===== config.mk =====
export PLATFORM = sky130hd
export DESIGN_NAME = fwdc_top
export DESIGN_NICKNAME = d
export VERILOG_FILES = /design/src/design/fwdc_pkg.sv /design/src/design/fwdc_top.sv
export SDC_FILE = /design/constraint.sdc
export NUM_CORES = 1
export LEC_CHECK = 0
export BUFFER_PORTS_ARGS = -buffer_cell sky130_fd_sc_hd__buf_2
export CELL_PAD_IN_SITES_DETAIL_PLACEMENT = 1
export CELL_PAD_IN_SITES_GLOBAL_PLACEMENT = 2
export CORE_MARGIN = 5
export CORE_UTILIZATION = 33
export CTS_BUF_LIST = sky130_fd_sc_hd__clkbuf_4 sky130_fd_sc_hd__clkbuf_8 sky130_fd_sc_hd__clkbuf_16
export DETAILED_ROUTE_END_ITERATION = 8
export PLACE_DENSITY = 0.91
export SKIP_LAST_GASP = 1
export SYNTH_ARGS = -nofsm -noshare
export SYNTH_HDL_FRONTEND = slang
export SYNTH_SLANG_ARGS = --single-unit

===== constraint.sdc =====
create_clock -name ref_clk_i -period 5.9 [get_ports ref_clk_i]
set_input_delay 0.885 -clock ref_clk_i [delete_from_list [all_inputs] [get_ports ref_clk_i]]
set_output_delay 0.885 -clock ref_clk_i [all_outputs]
set_load 0.01 [all_outputs]

===== src/design/fwdc_pkg.sv =====
// package of constants for the firmware download checker
package fwdc_pkg;
   localparam logic [11:0] ST_GOOD      = 12'h000;
   localparam logic [11:0] ST_HW        = 12'h090;
   localparam logic [11:0] ST_FORMAT    = 12'h091;
   localparam logic [11:0] ST_PARAM     = 12'h092;
   localparam logic [11:0] ST_DONE_PKT  = 12'h094;
   localparam logic [11:0] ST_SEQ       = 12'h095;
   localparam logic [11:0] ST_CRC       = 12'h096;
   localparam logic [11:0] ST_XLATE     = 12'h097;
   localparam logic [11:0] ST_PKT_CNT   = 12'h099;
   localparam logic [11:0] ST_BYTE_CNT  = 12'h09a;
   localparam logic [11:0] ST_IMG_SUM   = 12'h09b;
   localparam logic [11:0] ST_IMG_TYPE  = 12'h09c;
   localparam logic [11:0] ST_PROG      = 12'h09d;
   localparam logic [11:0] ST_TIMEOUT   = 12'h0c1;
   // encodings of the option, action and sub-command fields, first sequence number and timeout reset value
   localparam logic [3:0]  FMT_SREC     = 4'h1;
   localparam logic [1:0]  SUB_SETUP    = 2'h0;
   localparam logic [1:0]  SUB_PACKET   = 2'h1;
   localparam logic [1:0]  SUB_FINISH   = 2'h2;
   localparam logic [1:0]  SUB_TIMEOUT  = 2'h3;
   localparam logic        ACT_FLASH    = 1'b0;
   localparam logic        ACT_MEMORY   = 1'b1;
   localparam logic [15:0] SEQ_FIRST    = 16'h0001;
   localparam logic [31:0] TMO_RESET    = 32'h0000_0000;
   typedef enum logic [1:0]
   {
      FWDC_IDLE = 2'b00,
      FWDC_LOAD = 2'b01,
      FWDC_DONE = 2'b10
   } fwdc_state_t;
endpackage


===== src/design/fwdc_top.sv =====
// firmware download command checker: validates sub-commands, returns one status each
`timescale 1ns/1ns
module fwdc_top
(
   input  wire logic              ref_clk_i,      // 125 mhz clock
   input  wire logic              rst_n_i,        // synchronous reset, active low
   input  wire logic              cmd_valid_i,    // one-cycle sub-command strobe
   input  wire logic [1:0]        cmd_sub_i,      // sub-command code
   input  wire logic [3:0]        cmd_format_i,   // record encoding from options word
   input  wire logic              cmd_action_i,   // requested action: flash or memory
   input  wire logic              cmd_field_bad_i,// parameter block field plainly invalid
   input  wire logic [15:0]       pkt_seq_i,      // packet sequence number
   input  wire logic [15:0]       pkt_len_i,      // packet byte length
   input  wire logic [15:0]       pkt_crc_i,      // host supplied packet checksum
   input  wire logic [15:0]       pkt_calc_crc_i, // checksum computed over the packet
   input  wire logic [15:0]       xfer_pkts_i,    // expected packet total
   input  wire logic [31:0]       xfer_bytes_i,   // expected byte total, compared at finish
   input  wire logic [31:0]       tmo_value_i,    // command timeout value
   input  wire logic              hw_mem_ok_i,    // memory size sufficient
   input  wire logic              hw_nvm_fit_i,   // rewritable program memory fitted
   input  wire logic              xlate_err_i,    // record to image conversion failed
   input  wire logic              img_sum_ok_i,   // image internal checksum good
   input  wire logic              img_action_i,   // action the image is built for
   input  wire logic              prog_fail_i,    // nonvolatile programming failed
   output logic                   rsp_valid_o,    // one-cycle response strobe
   output logic [11:0]            rsp_status_o,   // return status word
   output logic [31:0]            tmo_cfg_o       // configured timeout, full width
);
   import fwdc_pkg::*;

   fwdc_state_t  state_ff;
   fwdc_state_t  nxt_state;
   logic [15:0]  seq_ff;
   logic [15:0]  pkts_ff;
   logic [31:0]  bytes_ff;
   logic [31:0]  tmo_cnt_ff;
   logic         tmo_run_ff;
   logic         rsp_valid_ff;
   logic [11:0]  rsp_status_ff;
   logic [31:0]  tmo_cfg_ff;
   logic [11:0]  setup_st;
   logic [11:0]  pkt_st;
   logic [11:0]  fin_st;
   logic [11:0]  status_w;
   logic         tmo_hit;
   logic         is_setup;
   logic         is_pkt;
   logic         is_fin;
   logic         is_tmo;
   logic [31:0]  bytes_sum;
   logic         setup_ok;

   // sub-command decode
   assign is_setup = cmd_valid_i && (cmd_sub_i == SUB_SETUP);
   assign is_pkt   = cmd_valid_i && (cmd_sub_i == SUB_PACKET);
   assign is_fin   = cmd_valid_i && (cmd_sub_i == SUB_FINISH);
   assign is_tmo   = cmd_valid_i && (cmd_sub_i == SUB_TIMEOUT);
   assign bytes_sum = bytes_ff + {16'h0000, pkt_len_i};
   // only an accepted setup may clear the totals; a refused one leaves a running download alone
   assign setup_ok = is_setup && (setup_st == ST_GOOD) && !tmo_hit;

   // setup checks, first failing check wins
   assign setup_st = (!hw_mem_ok_i || !hw_nvm_fit_i) ? ST_HW :
                     (cmd_format_i != FMT_SREC)      ? ST_FORMAT :
                     cmd_field_bad_i                 ? ST_PARAM :
                                                       ST_GOOD;

   // packet checks; a packet while idle is out of sequence unless its field is bad, one after completion gets the done status
   assign pkt_st = (state_ff == FWDC_DONE)   ? ST_DONE_PKT :
                   cmd_field_bad_i           ? ST_PARAM :
                   (state_ff != FWDC_LOAD)   ? ST_SEQ :
                   (pkt_seq_i != seq_ff)     ? ST_SEQ :
                   (pkt_calc_crc_i != pkt_crc_i) ? ST_CRC :
                                               ST_GOOD;

   // finish checks in the order the image is handled
   assign fin_st = (state_ff != FWDC_LOAD)     ? ST_PARAM :
                   xlate_err_i                 ? ST_XLATE :
                   (pkts_ff != xfer_pkts_i)    ? ST_PKT_CNT :
                   (bytes_ff != xfer_bytes_i)  ? ST_BYTE_CNT :
                   !img_sum_ok_i               ? ST_IMG_SUM :
                   (img_action_i != cmd_action_i) ? ST_IMG_TYPE :
                   prog_fail_i                 ? ST_PROG :
                                                 ST_GOOD;

   // timeout fires on full 32-bit compare, never truncated
   assign tmo_hit = tmo_run_ff && (tmo_cfg_ff != TMO_RESET)
                    && (tmo_cnt_ff >= tmo_cfg_ff);

   // timeout outranks the status of any same-cycle command; a same-cycle timeout value is still stored
   assign status_w = tmo_hit  ? ST_TIMEOUT :
                     is_setup ? setup_st :
                     is_pkt   ? pkt_st :
                     is_fin   ? fin_st :
                                ST_GOOD;

   // state advances only on a good status; a timeout or a failed finish in FWDC_LOAD returns to idle
   always_comb
   begin
      nxt_state = state_ff;
      case (state_ff)
         FWDC_IDLE: if (is_setup && setup_st == ST_GOOD && !tmo_hit) nxt_state = FWDC_LOAD;
         FWDC_LOAD:
         begin
            if (tmo_hit)
               nxt_state = FWDC_IDLE;
            else if (is_fin)
               nxt_state = (fin_st == ST_GOOD) ? FWDC_DONE : FWDC_IDLE;
         end
         FWDC_DONE: if (is_setup && setup_st == ST_GOOD && !tmo_hit) nxt_state = FWDC_LOAD;
         default:   nxt_state = FWDC_IDLE;
      endcase
   end

   // sequencer state
   always_ff @(posedge ref_clk_i)
   begin
      if (!rst_n_i)
         state_ff <= FWDC_IDLE;
      else
         state_ff <= nxt_state;
   end

   // packet and byte totals; reset by each accepted setup
   always_ff @(posedge ref_clk_i)
   begin
      if (!rst_n_i || setup_ok)
      begin
         seq_ff   <= SEQ_FIRST;
         pkts_ff  <= 16'h0000;
         bytes_ff <= 32'h0000_0000;
      end
      else if (is_pkt && pkt_st == ST_GOOD && !tmo_hit)
      begin
         seq_ff   <= seq_ff + 16'h0001;
         pkts_ff  <= pkts_ff + 16'h0001;
         bytes_ff <= bytes_sum;
      end
   end

   // timeout value stored at full width and echoed unaltered
   always_ff @(posedge ref_clk_i)
   begin
      if (!rst_n_i)
         tmo_cfg_ff <= TMO_RESET;
      else if (is_tmo)
         tmo_cfg_ff <= tmo_value_i;
   end

   // timer runs while a download is open; any command restarts it
   always_ff @(posedge ref_clk_i)
   begin
      if (!rst_n_i || cmd_valid_i || tmo_hit)
         tmo_cnt_ff <= 32'h0000_0000;
      else if (tmo_run_ff && tmo_cnt_ff != 32'hffff_ffff)
         tmo_cnt_ff <= tmo_cnt_ff + 32'h0000_0001;
   end

   always_ff @(posedge ref_clk_i)
   begin
      if (!rst_n_i)
         tmo_run_ff <= 1'b0;
      else
         tmo_run_ff <= (nxt_state == FWDC_LOAD);
   end

   // response: one status per command or per timeout
   always_ff @(posedge ref_clk_i)
   begin
      if (!rst_n_i)
      begin
         rsp_valid_ff  <= 1'b0;
         rsp_status_ff <= ST_GOOD;
      end
      else
      begin
         rsp_valid_ff  <= cmd_valid_i || tmo_hit;
         rsp_status_ff <= status_w;
      end
   end

   assign rsp_valid_o  = rsp_valid_ff;
   assign rsp_status_o = rsp_status_ff;
   assign tmo_cfg_o    = tmo_cfg_ff;

   // checks
   a_hw_status: assert property (@(posedge ref_clk_i) disable iff (!rst_n_i)
      (is_setup && !tmo_hit && (!hw_mem_ok_i || !hw_nvm_fit_i))
      |=> (rsp_valid_o && rsp_status_o == ST_HW))
      else $error("hardware fault not reported as 0x90");
   a_format_status: assert property (@(posedge ref_clk_i) disable iff (!rst_n_i)
      (is_setup && !tmo_hit && hw_mem_ok_i && hw_nvm_fit_i && cmd_format_i != FMT_SREC)
      |=> rsp_status_o == ST_FORMAT)
      else $error("bad format not reported as 0x91");
   a_done_packet: assert property (@(posedge ref_clk_i) disable iff (!rst_n_i)
      (is_pkt && !tmo_hit && state_ff == FWDC_DONE) |=> rsp_status_o == ST_DONE_PKT)
      else $error("packet after completion not 0x94");
   a_seq_check: assert property (@(posedge ref_clk_i) disable iff (!rst_n_i)
      (is_pkt && !tmo_hit && state_ff == FWDC_LOAD && !cmd_field_bad_i && pkt_seq_i != seq_ff)
      |=> (rsp_status_o == ST_SEQ && $stable(seq_ff)))
      else $error("out of order packet not 0x95");
   a_crc_check: assert property (@(posedge ref_clk_i) disable iff (!rst_n_i)
      (is_pkt && !tmo_hit && state_ff == FWDC_LOAD && !cmd_field_bad_i
       && pkt_seq_i == seq_ff && pkt_calc_crc_i != pkt_crc_i) |=> rsp_status_o == ST_CRC)
      else $error("checksum mismatch not 0x96");
   a_pkt_count: assert property (@(posedge ref_clk_i) disable iff (!rst_n_i)
      (is_fin && !tmo_hit && state_ff == FWDC_LOAD && !xlate_err_i && pkts_ff != xfer_pkts_i)
      |=> (rsp_status_o == ST_PKT_CNT && state_ff == FWDC_IDLE))
      else $error("packet count mismatch not 0x99");
   a_seq_advance: assert property (@(posedge ref_clk_i) disable iff (!rst_n_i)
      (is_pkt && !tmo_hit && pkt_st == ST_GOOD)
      |=> (seq_ff == $past(seq_ff) + 16'h0001 && bytes_ff == $past(bytes_sum)))
      else $error("packet totals not advanced");
   a_timeout_code: assert property (@(posedge ref_clk_i) disable iff (!rst_n_i)
      tmo_hit |=> (rsp_valid_o && rsp_status_o == ST_TIMEOUT && state_ff == FWDC_IDLE))
      else $error("timeout not reported as 0xc1");
   a_tmo_width: assert property (@(posedge ref_clk_i) disable iff (!rst_n_i)
      is_tmo |=> tmo_cfg_o == $past(tmo_value_i))
      else $error("timeout value altered");
   a_one_status: assert property (@(posedge ref_clk_i) disable iff (!rst_n_i)
      rsp_valid_o == ($past(cmd_valid_i) || $past(tmo_hit)))
      else $error("response without a cause");

   c_good_setup: cover property (@(posedge ref_clk_i) disable iff (!rst_n_i)
      is_setup && nxt_state == FWDC_LOAD);
   c_good_finish: cover property (@(posedge ref_clk_i) disable iff (!rst_n_i)
      is_fin && fin_st == ST_GOOD && !tmo_hit);
   c_timeout: cover property (@(posedge ref_clk_i) disable iff (!rst_n_i) tmo_hit);
   c_crc_fail: cover property (@(posedge ref_clk_i) disable iff (!rst_n_i)
      is_pkt && pkt_st == ST_CRC);
endmodule


== After elaboration in Yosys (flattened, before gate mapping) ==
Cells that the tools add are included.
Storage, ports and cells
  register bits after elaboration: 144
  input port bits: 161
  output and inout port bits: 45
  word-level logic and storage cells: 82
Operators by class
  add/sub/neg operators: 4
  order comparisons: 1
  equal/unequal tests: 14
  mux-type cells: 24
  bitwise logic cells: 1
  reductions and logical operators: 28
Operators with widths (number)
  $mux W8: 19
  $ne A16 B16 Y1: 3
  $logic_not A12 Y1: 3
  $add A16 B1 Y16 const B: 2
  $add A32 B1 Y32 const B: 1
  $add A32 B16 Y32: 1
  $ge A32 B32 Y1: 1
  $ne A32 B32 Y1: 1
  $ne A32 B32 Y1 const B: 1
  $reduce_bool A32 Y1: 1
  $logic_and A1 B1 Y1: 11
  $mux W2: 4
  $eq A2 B1 Y1 const B: 3
  $eq A2 B2 Y1 const B: 3
  $logic_or A1 B1 Y1: 5
  $logic_not A1 Y1: 4
  $logic_not A2 Y1: 2
  $ne A4 B1 Y1 const B: 1
  $pmux W2 S2: 1
  $reduce_or A2 Y1: 2
  $ne A2 B1 Y1 const B: 1
  $ne A1 B1 Y1: 1
  $not A1 Y1: 1

== Longest topological paths before layout ==
Gate-level depths: netlist (run 1).
  depth in word-level cells: 13
  mapped depth: 11
  mapped depth without buffers: 10

== Worst setup path after synthesis (run 1) ==
OpenSTA, ideal clock, no wires.
  path kind: in2reg
  from: input port pkt_len_i[0]
  to: register bytes_ff[18]
  library setup time: 0.070 ns
  arrival: 3.100 ns
  required time: 5.830 ns
  slack: 2.729 ns
  stages: 11
  path buffers: 1
  cells stage by stage: ha_1 inv_1 fa_1 nor2b_1 o31a_1 o2111ai_1 nand3_1 a41oi_1 clkbuf_1 or4_1 a21oi_1
On the way
  word-level cells in the longest chain between the ends: 1
Ends and longest elaborated chain
  start, declared: RTL line fwdc_top.sv:13  | input wire logic [15:0] pkt_len_i,
  $add A32 B16 Y32: RTL line fwdc_top.sv:58  | assign bytes_sum = bytes_ff + {16'h0000, pkt_len_i};
  end signal, assigned: RTL line fwdc_top.sv:137  | bytes_ff <= bytes_sum;
  end, declared: RTL line fwdc_top.sv:35  | logic [31:0] bytes_ff;
Every way passes these cells.
A chain may end at the register's enable or synchronous reset.

== Worst setup path after layout (run 1) ==
  from: register tmo_cfg_ff[14] (netlist: tmo_cfg_o[14])
  to: register tmo_cnt_ff[1]
On the way
  word-level cells in the longest chain between the ends: 4
  elaborated cells on any way between the ends: 5
  classes of those cells: 1 x order compare; 4 x reduce/logical
Ends and longest elaborated chain
  start, declared: RTL line fwdc_top.sv:40  | logic [31:0] tmo_cfg_ff;
  start signal, assigned: RTL line fwdc_top.sv:147  | tmo_cfg_ff <= tmo_value_i;
  parallel branches: the longest is 2 deep, another holds $ge A32 B32 Y1
  $logic_and A1 B1 Y1 *: RTL line fwdc_top.sv:88  | && (tmo_cnt_ff >= tmo_cfg_ff);
  $logic_or A1 B1 Y1 *: RTL line fwdc_top.sv:153  | if (!rst_n_i || cmd_valid_i || tmo_hit)
  end signal, assigned: RTL line fwdc_top.sv:156  | tmo_cnt_ff <= tmo_cnt_ff + 32'h0000_0001;
  end, declared: RTL line fwdc_top.sv:36  | logic [31:0] tmo_cnt_ff;
Mark *: on every way between the ends.

==> flow_summary.ini, run 1 <==
[run_status]
outcome = complete, no violations

[finish]
drive_gt1_share_pct = 20.97
area_delta_synth_final_pct = 21.70
nets = 1479
fin_util_pct = 40.41
fillers = 3242
diodes = 0
final_cell_area_um2 = 10440

[synth]
yosysWarningCount = 0
yosysTopAreaCellShare_pct = 32.44
synthArstFlopShare_pct = 0
syn_area_per_cell_um2 = 7.928
synth_edf_count = 0
synth_adder_area_share_pct = 7.672
synth_area_leader_cell = dfxtp_1
syn_area_um2 = 8578
synth_cell_type_count = 63
ys_ff_latch = 139
synth_top_family_by_area = simple AND/OR/NAND/NOR gates
synth_ff_type = dfxtp_1
synth_area_leaders = dfxtp_1, xor2_1, ha_1
yosys-top-cells-count = nand2_1, dfxtp_1, a21oi_1, nor2_1, xor2_1
synth-compound-area-share_pct = 15.01
yosysMostFrequentCell = nand2_1
netlist_instances = 1082
muxShareOfSynthArea_pct = 0
synthSimpleGateAreaFrac_pct = 26.63
synth_sequential_area_ratio_pct = 32.44
synth_xor_area_share_pct = 13.27

[timing]
fin_crit_sh_pct = 62.56
max-slew-margin-rel_pct = 18.16
maxSlewViolCount = 0
rsz0062_at_grt = false
skew_ns = 0.01132
setup_tns_ns = 0
tightestPinTransition_ns = 1.212
fmax_mhz = 270.9
whs_ns = 0.4895
timing_hold_violations_final = 0
worst_slack_ns = 2.209
final.min_clock_period_ns = 3.691
setup_viol = 0

[power]
p_leak_nw = 4.130
internal-power_mw = 1.660
ir_drop_mv = 0.1787
pwr-share-clk_pct = 47.6
power.switching_uw = 558.8
seqPwrFrac_pct = 43.1
p_comb_share_pct = 9.3
p_sw_share_pct = 25.19
p_per_area_nw_per_um2 = 212.5

[placement]
place_congestion = 0.8598
io_buffers = 200
dpl.hpwl_um = 21980
dpl-instance-area_um2 = 9866
pre_cts_ws_ns = 2.035

[grt]
antenna_found_initial = 1
grt_use_total_pct = 18.80
overflow = 0
grt_first_pass_wirelength_um = 44690
grt_max_degree = 37
grt_pass1_vias = 8759

[job]
drv_cap = 0

[clock_tree]
holdBufCountCts = 0
cts_tree = done
ctsResizeCount = 0
post_cts_buffers = 0
numCtsBuffers = 17
cts_buffer_depth = 2
clock_sinks = 139
path_clk_slew_ns = 0.07
insertion_delay_ns = 0.42
clk_root_buffer_cell = clkbuf_16
htree_levels = 4

[floorplan]
core-area_um2 = 25840
die_area_um2 = 29320
ioPinCount = 206
initial_core_util_pct = 33.20
die_h_um = 171.2
dieWidth_um = 171.2
rows = 59

[drt]
totalWireLength_um = 27890
antenna_left = 0
drt_pass1_iterations = 4
vias_per_cell = 5.257
drt_iter0_drc = 357
avgRoutedWirePerCell_um = 17.29
post-route-drc-count = 0
num_vias = 8480

[worst_setup_path]
r2r_cells = 9
cp_cell_sequence = inv_1, ha_1, a41oi_1, nand3_1, a221oi_1, a211o_1, nand2_1, or3_1, a21oi_1
startpoint_type = flip-flop
regToRegStartpoint = tmo_cfg_o[14]
cp-startpoint = tmo_cfg_o[14]
worst_ep_arrival_time_ns = 4.02
cp_slowest_stage_delay_ns = 0.90
end_kind = flip-flop
cp.required_ns = 6.22
crit_type = reg -> reg
cpMaxStageDelayCell = or3_1
cp_max_fo = 32

[hold_path]
hold_class = reg -> reg
hold_path_depth = 2
min_from = tmo_cfg_o[27]
## placed cells by master (no fill, tap or decap), types with 18 or more instances in the layout
master / n
nor4_1: 29
o21ai_0: 23
nand2_1: 151
buf_2: 200
nand4_1: 36
inv_1: 60
xnor2_1: 56
nor3_1: 18
nand3_1: 36
o31ai_1: 23
ha_1: 51
dfxtp_1: 139
nor2_1: 76
or4_1: 26
a21oi_1: 108
xor2_1: 74
## metrics by stage
step,total power [mW],cells
final,2.219,1613
after global routing,2.311,1613
after CTS,2.246,1613
after detailed placement,1.185,1582
after global placement,1.181,1582
after floorplan,1.081,1086
## final timing paths
kind	to	slack, ns
max	tmo_cnt_ff[1]	2.21
min	tmo_cfg_o[27]	0.49
max reg2reg	tmo_cnt_ff[1]	2.21
min reg2reg	tmo_cfg_o[27]	0.49
## flip-flops by register name (all words and copies together) (netlist names)
name and flops:
bytes_ff 32, pkts_ff 16, rsp_status_o 7, rsp_valid_o 1, seq_ff 16, state_ff 2
tmo_cfg_o 32, tmo_cnt_ff 32, tmo_run_ff 1
## cells by family after synthesis
| kind of cell | count (synthesis) |
|---|---|
| AND/OR/NAND/NOR | 446 |
| AO/OA/AOI/OAI | 209 |
| flip-flops | 139 |
| XOR/XNOR | 130 |
| buffers and inverters | 105 |
| adder cells (fa/ha/maj) | 52 |
| other | 1 |
## power groups by stage
stage,Combinational (mW),Clock (mW),Sequential (mW)
6_report,0.206,1.06,0.957
5_1_grt,0.229,1.13,0.957
4_1_cts,0.208,1.08,0.957
3_5_place_dp,0.207,0,0.978
3_3_place_gp,0.203,0,0.978
2_1_floorplan,0.102,0,0.979
## critical path: cells and delay by family (launching register included)
| kind | cells | cell delay (ns) |
|---|---|---|
| AND/OR/NAND/NOR | 3 | 1.39 |
| adder cells (fa/ha/maj) | 1 | 0.33 |
| flip-flops | 1 | 0.39 |
| buffers and inverters | 1 | 0.06 |
| AO/OA/AOI/OAI | 4 | 1.42 |
## layout make-up
class,instances,area (um^2),share of cell area (%)
tap,335,419.2,4.015
inverter,60,225.2,2.157
clock buffer,17,425.4,4.075
sequential,139,2783,26.65
multi-input combinational,842,5393,51.65
clock inverter,14,148.9,1.426
timing repair buffer,206,1046,10.02
## per-layer routing
layer / GRT usage [%] / share of wire (%)
met1: 23.75 / 43
met2: 33.77 / 51
met3: 2.643 / 4.2
met4: 4.685 / 1.3
met5: 0 / 0.072
Note: power is estimated with default switching activity, not from simulation.
==> inputs of run 2 (changes only) <==
--- a/config.mk
+++ b/config.mk
@@ -9,10 +9,10 @@
 export CELL_PAD_IN_SITES_DETAIL_PLACEMENT = 1
 export CELL_PAD_IN_SITES_GLOBAL_PLACEMENT = 2
 export CORE_MARGIN = 5
-export CORE_UTILIZATION = 33
+export CORE_UTILIZATION = 31
 export CTS_BUF_LIST = sky130_fd_sc_hd__clkbuf_4 sky130_fd_sc_hd__clkbuf_8 sky130_fd_sc_hd__clkbuf_16
 export DETAILED_ROUTE_END_ITERATION = 8
-export PLACE_DENSITY = 0.91
+export PLACE_DENSITY = 0.87
 export SKIP_LAST_GASP = 1
 export SYNTH_ARGS = -nofsm -noshare
 export SYNTH_HDL_FRONTEND = slang
==> constraint.sdc (replaced) <==
create_clock -name ref_clk_i -period 3.5 [get_ports ref_clk_i]
set_input_delay 0.525 -clock ref_clk_i [delete_from_list [all_inputs] [get_ports ref_clk_i]]
set_output_delay 0.525 -clock ref_clk_i [all_outputs]
set_load 0.01 [all_outputs]
==> run 2 against run 1 <==
  * Die area grew 6.1%
  * Design area grew 2.0%
  * Core utilization shrank 1.1 points
  * Global-route usage shrank 1.1 points
  * Total power grew 74%
  * Non-clock buffer count grew 13
  * Via count grew 0.50%
  * Worst setup slack lost 1.8 ns
  * Largest cell class unchanged
==> flow_summary.ini, run 2 (synthesized netlist as in run 1, its figures left out) <==
[run_status]
outcome = complete, no violations

[worst_setup_path]
cpMaxStageDelayCell = or4b_4
startpoint_type = flip-flop
cp_cell_sequence = inv_1, ha_1, a21oi_1, nand3_1, a221oi_1, buf_4, a211oi_2, or4b_4, or4b_4, a21oi_2
r2r_cells = 10
regToRegStartpoint = tmo_cfg_o[15]
end_kind = flip-flop
cp.required_ns = 3.86
crit_top_cell = or4b_4
cp_max_fo = 30
worst_ep_arrival_time_ns = 3.50
crit_type = reg -> reg
cp_slowest_stage_delay_ns = 0.71
cp-startpoint = tmo_cfg_o[15]

[finish]
final_cell_area_um2 = 10650
seq_area_um2 = 2783
multi_input_area_um2 = 5393
final_common_cell = buf_2
area_delta_synth_final_pct = 24.10
fillers = 3380
drive_gt1_share_pct = 21.77
instances_no_fill = 1665
fin_util_pct = 39.28
final_cell_mix = buf_2, nand2_1, dfxtp_1
nets = 1492

[hold_path]
hold_path_depth = 3
min_from = tmo_value_i[17]
hold_class = in -> reg

[power]
seqPwrFrac_pct = 41.8
p_per_area_nw_per_um2 = 362.1
internal-power_mw = 2.901
ir_drop_mv = 0.2966
p_sw_share_pct = 24.74
power.switching_uw = 953.4
pwr-share-clk_pct = 49.0
p_leak_nw = 4.232
p_comb_share_pct = 9.1

[placement]
dpl.hpwl_um = 22340
place_congestion = 0.8121
place_inst = 1632
io_buffers = 200
dpl-instance-area_um2 = 10030

[drt]
num_vias = 8522
antenna_left = 0
drt_iter0_drc = 342
vias_per_cell = 5.118
post-route-drc-count = 0
totalWireLength_um = 28090
avgRoutedWirePerCell_um = 16.87
drt_pass1_iterations = 5

[grt]
grt_max_degree = 34
antenna_found_initial = 2
overflow = 0
grt_pass1_vias = 8749
grt_use_total_pct = 17.71
grt_first_pass_wirelength_um = 44910

[clock_tree]
insertion_delay_ns = 0.42
clock_sinks = 139
post_cts_buffers = 0
path_clk_slew_ns = 0.07
clk_root_buffer_cell = clkbuf_16
cts_buffer_depth = 2
holdBufCountCts = 0
numCtsBuffers = 17
cts_tree = done
htree_levels = 4
ctsResizeCount = 0

[job]
drv_cap = 0

[floorplan]
rows = 60
die_h_um = 176.4
die_area_um2 = 31100
core-area_um2 = 27100
dieWidth_um = 176.4
initial_core_util_pct = 31.65
ioPinCount = 206

[timing]
skew_ns = 0.01432
fin_crit_sh_pct = 89.63
final.min_clock_period_ns = 3.137
maxSlewViolCount = 0
fmax_mhz = 318.8
setup_tns_ns = 0
rsz0062_at_grt = false
setup_viol = 0
max-slew-margin-rel_pct = 32.09
timing_hold_violations_final = 0
tightestPinTransition_ns = 1.012
==> run 2: changes by cell type in the layout (fill, tap and decap cells not counted), sizes merged <==
cell / before / now
diode: 0 / 2
buf: 206 / 219
inv: 62 / 64
clkinvlp: 7 / 3
clkbuf: 17 / 19
bufinv: 2 / 3
clkinv: 3 / 2
==> run 2: metal layers <==
metal	vias to the layer above	track usage [%]	share of wire [%]
li1	4233	-	-
met1	4097	22.44	44
met2	160	31.17	49
met3	32	3.105	4.8
met4	0	4.578	1.8
met5	-	0	0
==> run 2: through the flow <==
step | setup slack (ns) | hold slack, ns | power, mW
CTS | 0.3294 | 0.3169 | 3.909
detailed placement | 0.3283 | 0.4845 | 2.004
global placement | 0.4154 | 0.4751 | 1.995
global route | 0.1035 | 0.3294 | 4.010
finish | 0.3629 | 0.3401 | 3.854
floorplan | 0.5949 | 0.4601 | 1.822
==> run 2: layout make-up <==
cell class	instances	share of cell area, %
multi-input combinational	842	50.66
sequential	139	26.14
timing repair buffer	219	10.98
tap	372	4.372
clock buffer	19	4.137
inverter	60	2.116
clock inverter	12	1.551
antenna	2	0.04701
==> run 2: worst max-delay path, delay by kind of cell (launching register included) <==
family	cells	cell delay, ns
and+or+nand+nor	3	1.42
DFF	1	0.38
adders and majority gates	1	0.33
AOI/OAI and AO/OA	4	0.69
buffers and inverters	2	0.25
==> run 2: path summary, 6_finish.rpt <==
path	to	slack, ns
min	tmo_cfg_o[17]	0.34
min reg2reg	tmo_cfg_o[9]	0.50
max reg2reg	bytes_ff[26]	0.36
max	bytes_ff[26]	0.36
==> run 2: power groups by stage <==
stage                     Clock, mW  Combinational, mW  Sequential, mW
after floorplan                   0              0.171            1.65
after global placement            0              0.348            1.65
after detailed placement          0              0.356            1.65
after CTS                      1.94              0.358            1.61
after global routing           2.01              0.391            1.61
final                          1.89              0.353            1.61
==> inputs of run 3 (changes only) <==
--- a/config.mk
+++ b/config.mk
@@ -7,12 +7,12 @@
 export LEC_CHECK = 0
 export BUFFER_PORTS_ARGS = -buffer_cell sky130_fd_sc_hd__buf_2
 export CELL_PAD_IN_SITES_DETAIL_PLACEMENT = 1
-export CELL_PAD_IN_SITES_GLOBAL_PLACEMENT = 2
+export CELL_PAD_IN_SITES_GLOBAL_PLACEMENT = 1
 export CORE_MARGIN = 5
-export CORE_UTILIZATION = 31
+export CORE_UTILIZATION = 40
 export CTS_BUF_LIST = sky130_fd_sc_hd__clkbuf_4 sky130_fd_sc_hd__clkbuf_8 sky130_fd_sc_hd__clkbuf_16
 export DETAILED_ROUTE_END_ITERATION = 8
-export PLACE_DENSITY = 0.87
+export PLACE_DENSITY = 0.88
 export SKIP_LAST_GASP = 1
 export SYNTH_ARGS = -nofsm -noshare
 export SYNTH_HDL_FRONTEND = slang
==> run 3 against run 2 <==
  * Clock skew fell by 0.0047 ns
  * Core utilization rose by 11 points
  * Clock-buffer cell count did not move
  * Critical path depth fell by 1
  * Global-route usage rose by 5.6 points
  * Worst hold slack got worse by 0.0069 ns
  * Critical path type unchanged
==> flow_summary.ini, run 3 (synthesized netlist as in run 1, its figures left out) <==
[grt]
overflow = 0
grt_use_total_pct = 23.29
antenna_found_initial = 2
grt_max_degree = 35
grt_first_pass_wirelength_um = 46300
grt_pass1_vias = 9285

[worst_setup_path]
reg2reg_setup_slack_ns = 0.14
end_kind = flip-flop
regToRegStartpoint = tmo_cfg_o[14]
reg2reg_to = bytes_ff[23]
cp.required_ns = 3.85
r2r_cells = 9
cp_max_fo = 30
startpoint_type = flip-flop
worst_ep_arrival_time_ns = 3.71
crit_end = bytes_ff[23]
cp-startpoint = tmo_cfg_o[14]
crit_type = reg -> reg

[run_status]
outcome = complete, no violations

[clock_tree]
numCtsBuffers = 17
path_clk_slew_ns = 0.06
holdBufCountCts = 0
post_cts_buffers = 0
insertion_delay_ns = 0.43
cts_tree = done
ctsResizeCount = 0
cts_buffer_depth = 2
clk_root_buffer_cell = clkbuf_16
clock_sinks = 139
htree_levels = 4

[drt]
vias_per_cell = 5.584
drt_iter0_drc = 410
totalWireLength_um = 29100
post-route-drc-count = 0
antenna_left = 0
drt_pass1_iterations = 5
num_vias = 8745
avgRoutedWirePerCell_um = 18.58

[placement]
io_buffers = 200
pre_cts_ws_ns = 0.1475
place_congestion = 0.8464
dpl.hpwl_um = 22170

[power]
total_power_mw = 4.089
ir_drop_mv = 0.2746
p_per_area_nw_per_um2 = 387.5
p_leak_nw = 4.237

[timing]
worst_slack_ns = 0.1388
fmax_mhz = 297.5
fin_crit_sh_pct = 96.03
setup_viol = 0
max-slew-margin-rel_pct = 28.35
setup_tns_ns = 0
rsz0062_at_grt = false
skew_ns = 0.009621
final.min_clock_period_ns = 3.361
timing_hold_violations_final = 0
maxSlewViolCount = 0
tightestPinTransition_ns = 1.068

[hold_path]
hold_class = in -> reg

[finish]
fin_util_pct = 50.05
nets = 1489
area_delta_synth_final_pct = 23.03
drive_gt1_share_pct = 21.64
fillers = 2649
final_common_cell = buf_2
final_cell_mix = buf_2, nand2_1, dfxtp_1

[job]
drv_cap = 0

[floorplan]
die_area_um2 = 24480
initial_core_util_pct = 40.68
die_h_um = 156.4
dieWidth_um = 156.4
core-area_um2 = 21090
rows = 53
ioPinCount = 206
-- run 3: per-layer routing --
metal	wire length (um)	vias to the layer above	track usage, %
met5	13	-	0
met3	1238	54	4.314
met1	11970	4263	27.37
li1	-	4207	-
met4	721	2	7.479
met2	15160	219	42.62
-- run 3: power by group --
part           internal (mW)  switching [mW]
sequential              1.60          0.0143
clock                   1.37           0.754
combinational          0.158           0.197
total                   3.12           0.965
-- run 3: stage by stage --
stage	std cells	hold WS [ns]	area (um^2)
2_1_floorplan	1086	0.4601	8593
5_1_grt	1565	0.3210	10550
4_1_cts	1564	0.3278	10550
6_report	1566	0.3332	10550
3_5_place_dp	1532	0.4814	9866
3_3_place_gp	1532	0.4695	9866
-- run 3: worst min path at each step --
stage / from / to / slack, ns / cells past startpoint
4_1_cts: tmo_value_i[18] / tmo_cfg_o[18] / 0.33 / 3
2_1_floorplan: bytes_ff[0] / bytes_ff[0] / 0.46 / 2
3_5_place_dp: tmo_cfg_o[10] / tmo_cfg_o[10] / 0.48 / 2
5_1_grt: tmo_value_i[9] / tmo_cfg_o[9] / 0.32 / 3
3_3_place_gp: tmo_cfg_o[14] / tmo_cfg_o[14] / 0.47 / 2
6_report: tmo_value_i[4] / tmo_cfg_o[4] / 0.33 / 3
-- run 3: layout make-up --
class                   instances  area (um^2)  share of cell area (%)
multi-input cells             842         5393                   51.10
clock buffers                  19        446.7                   4.232
diodes                          2        5.005                 0.04742
inverters                      60        225.2                   2.134
repair buffers                216         1121                   10.62
clock inverters                13        236.5                   2.241
well taps                     275        344.1                   3.260
flip-flops and latches        139         2783                   26.37
-- run 3: critical path, cell delays in order, from the launching register on --
cell,delay [ns]
dfxtp_1,0.37
inv_1,0.06
ha_1,0.33
a41oi_1,0.25
nand3_1,0.14
a221oi_1,0.47
a211oi_2,0.20
or4b_4,0.72
or4_1,0.54
a21oi_1,0.18
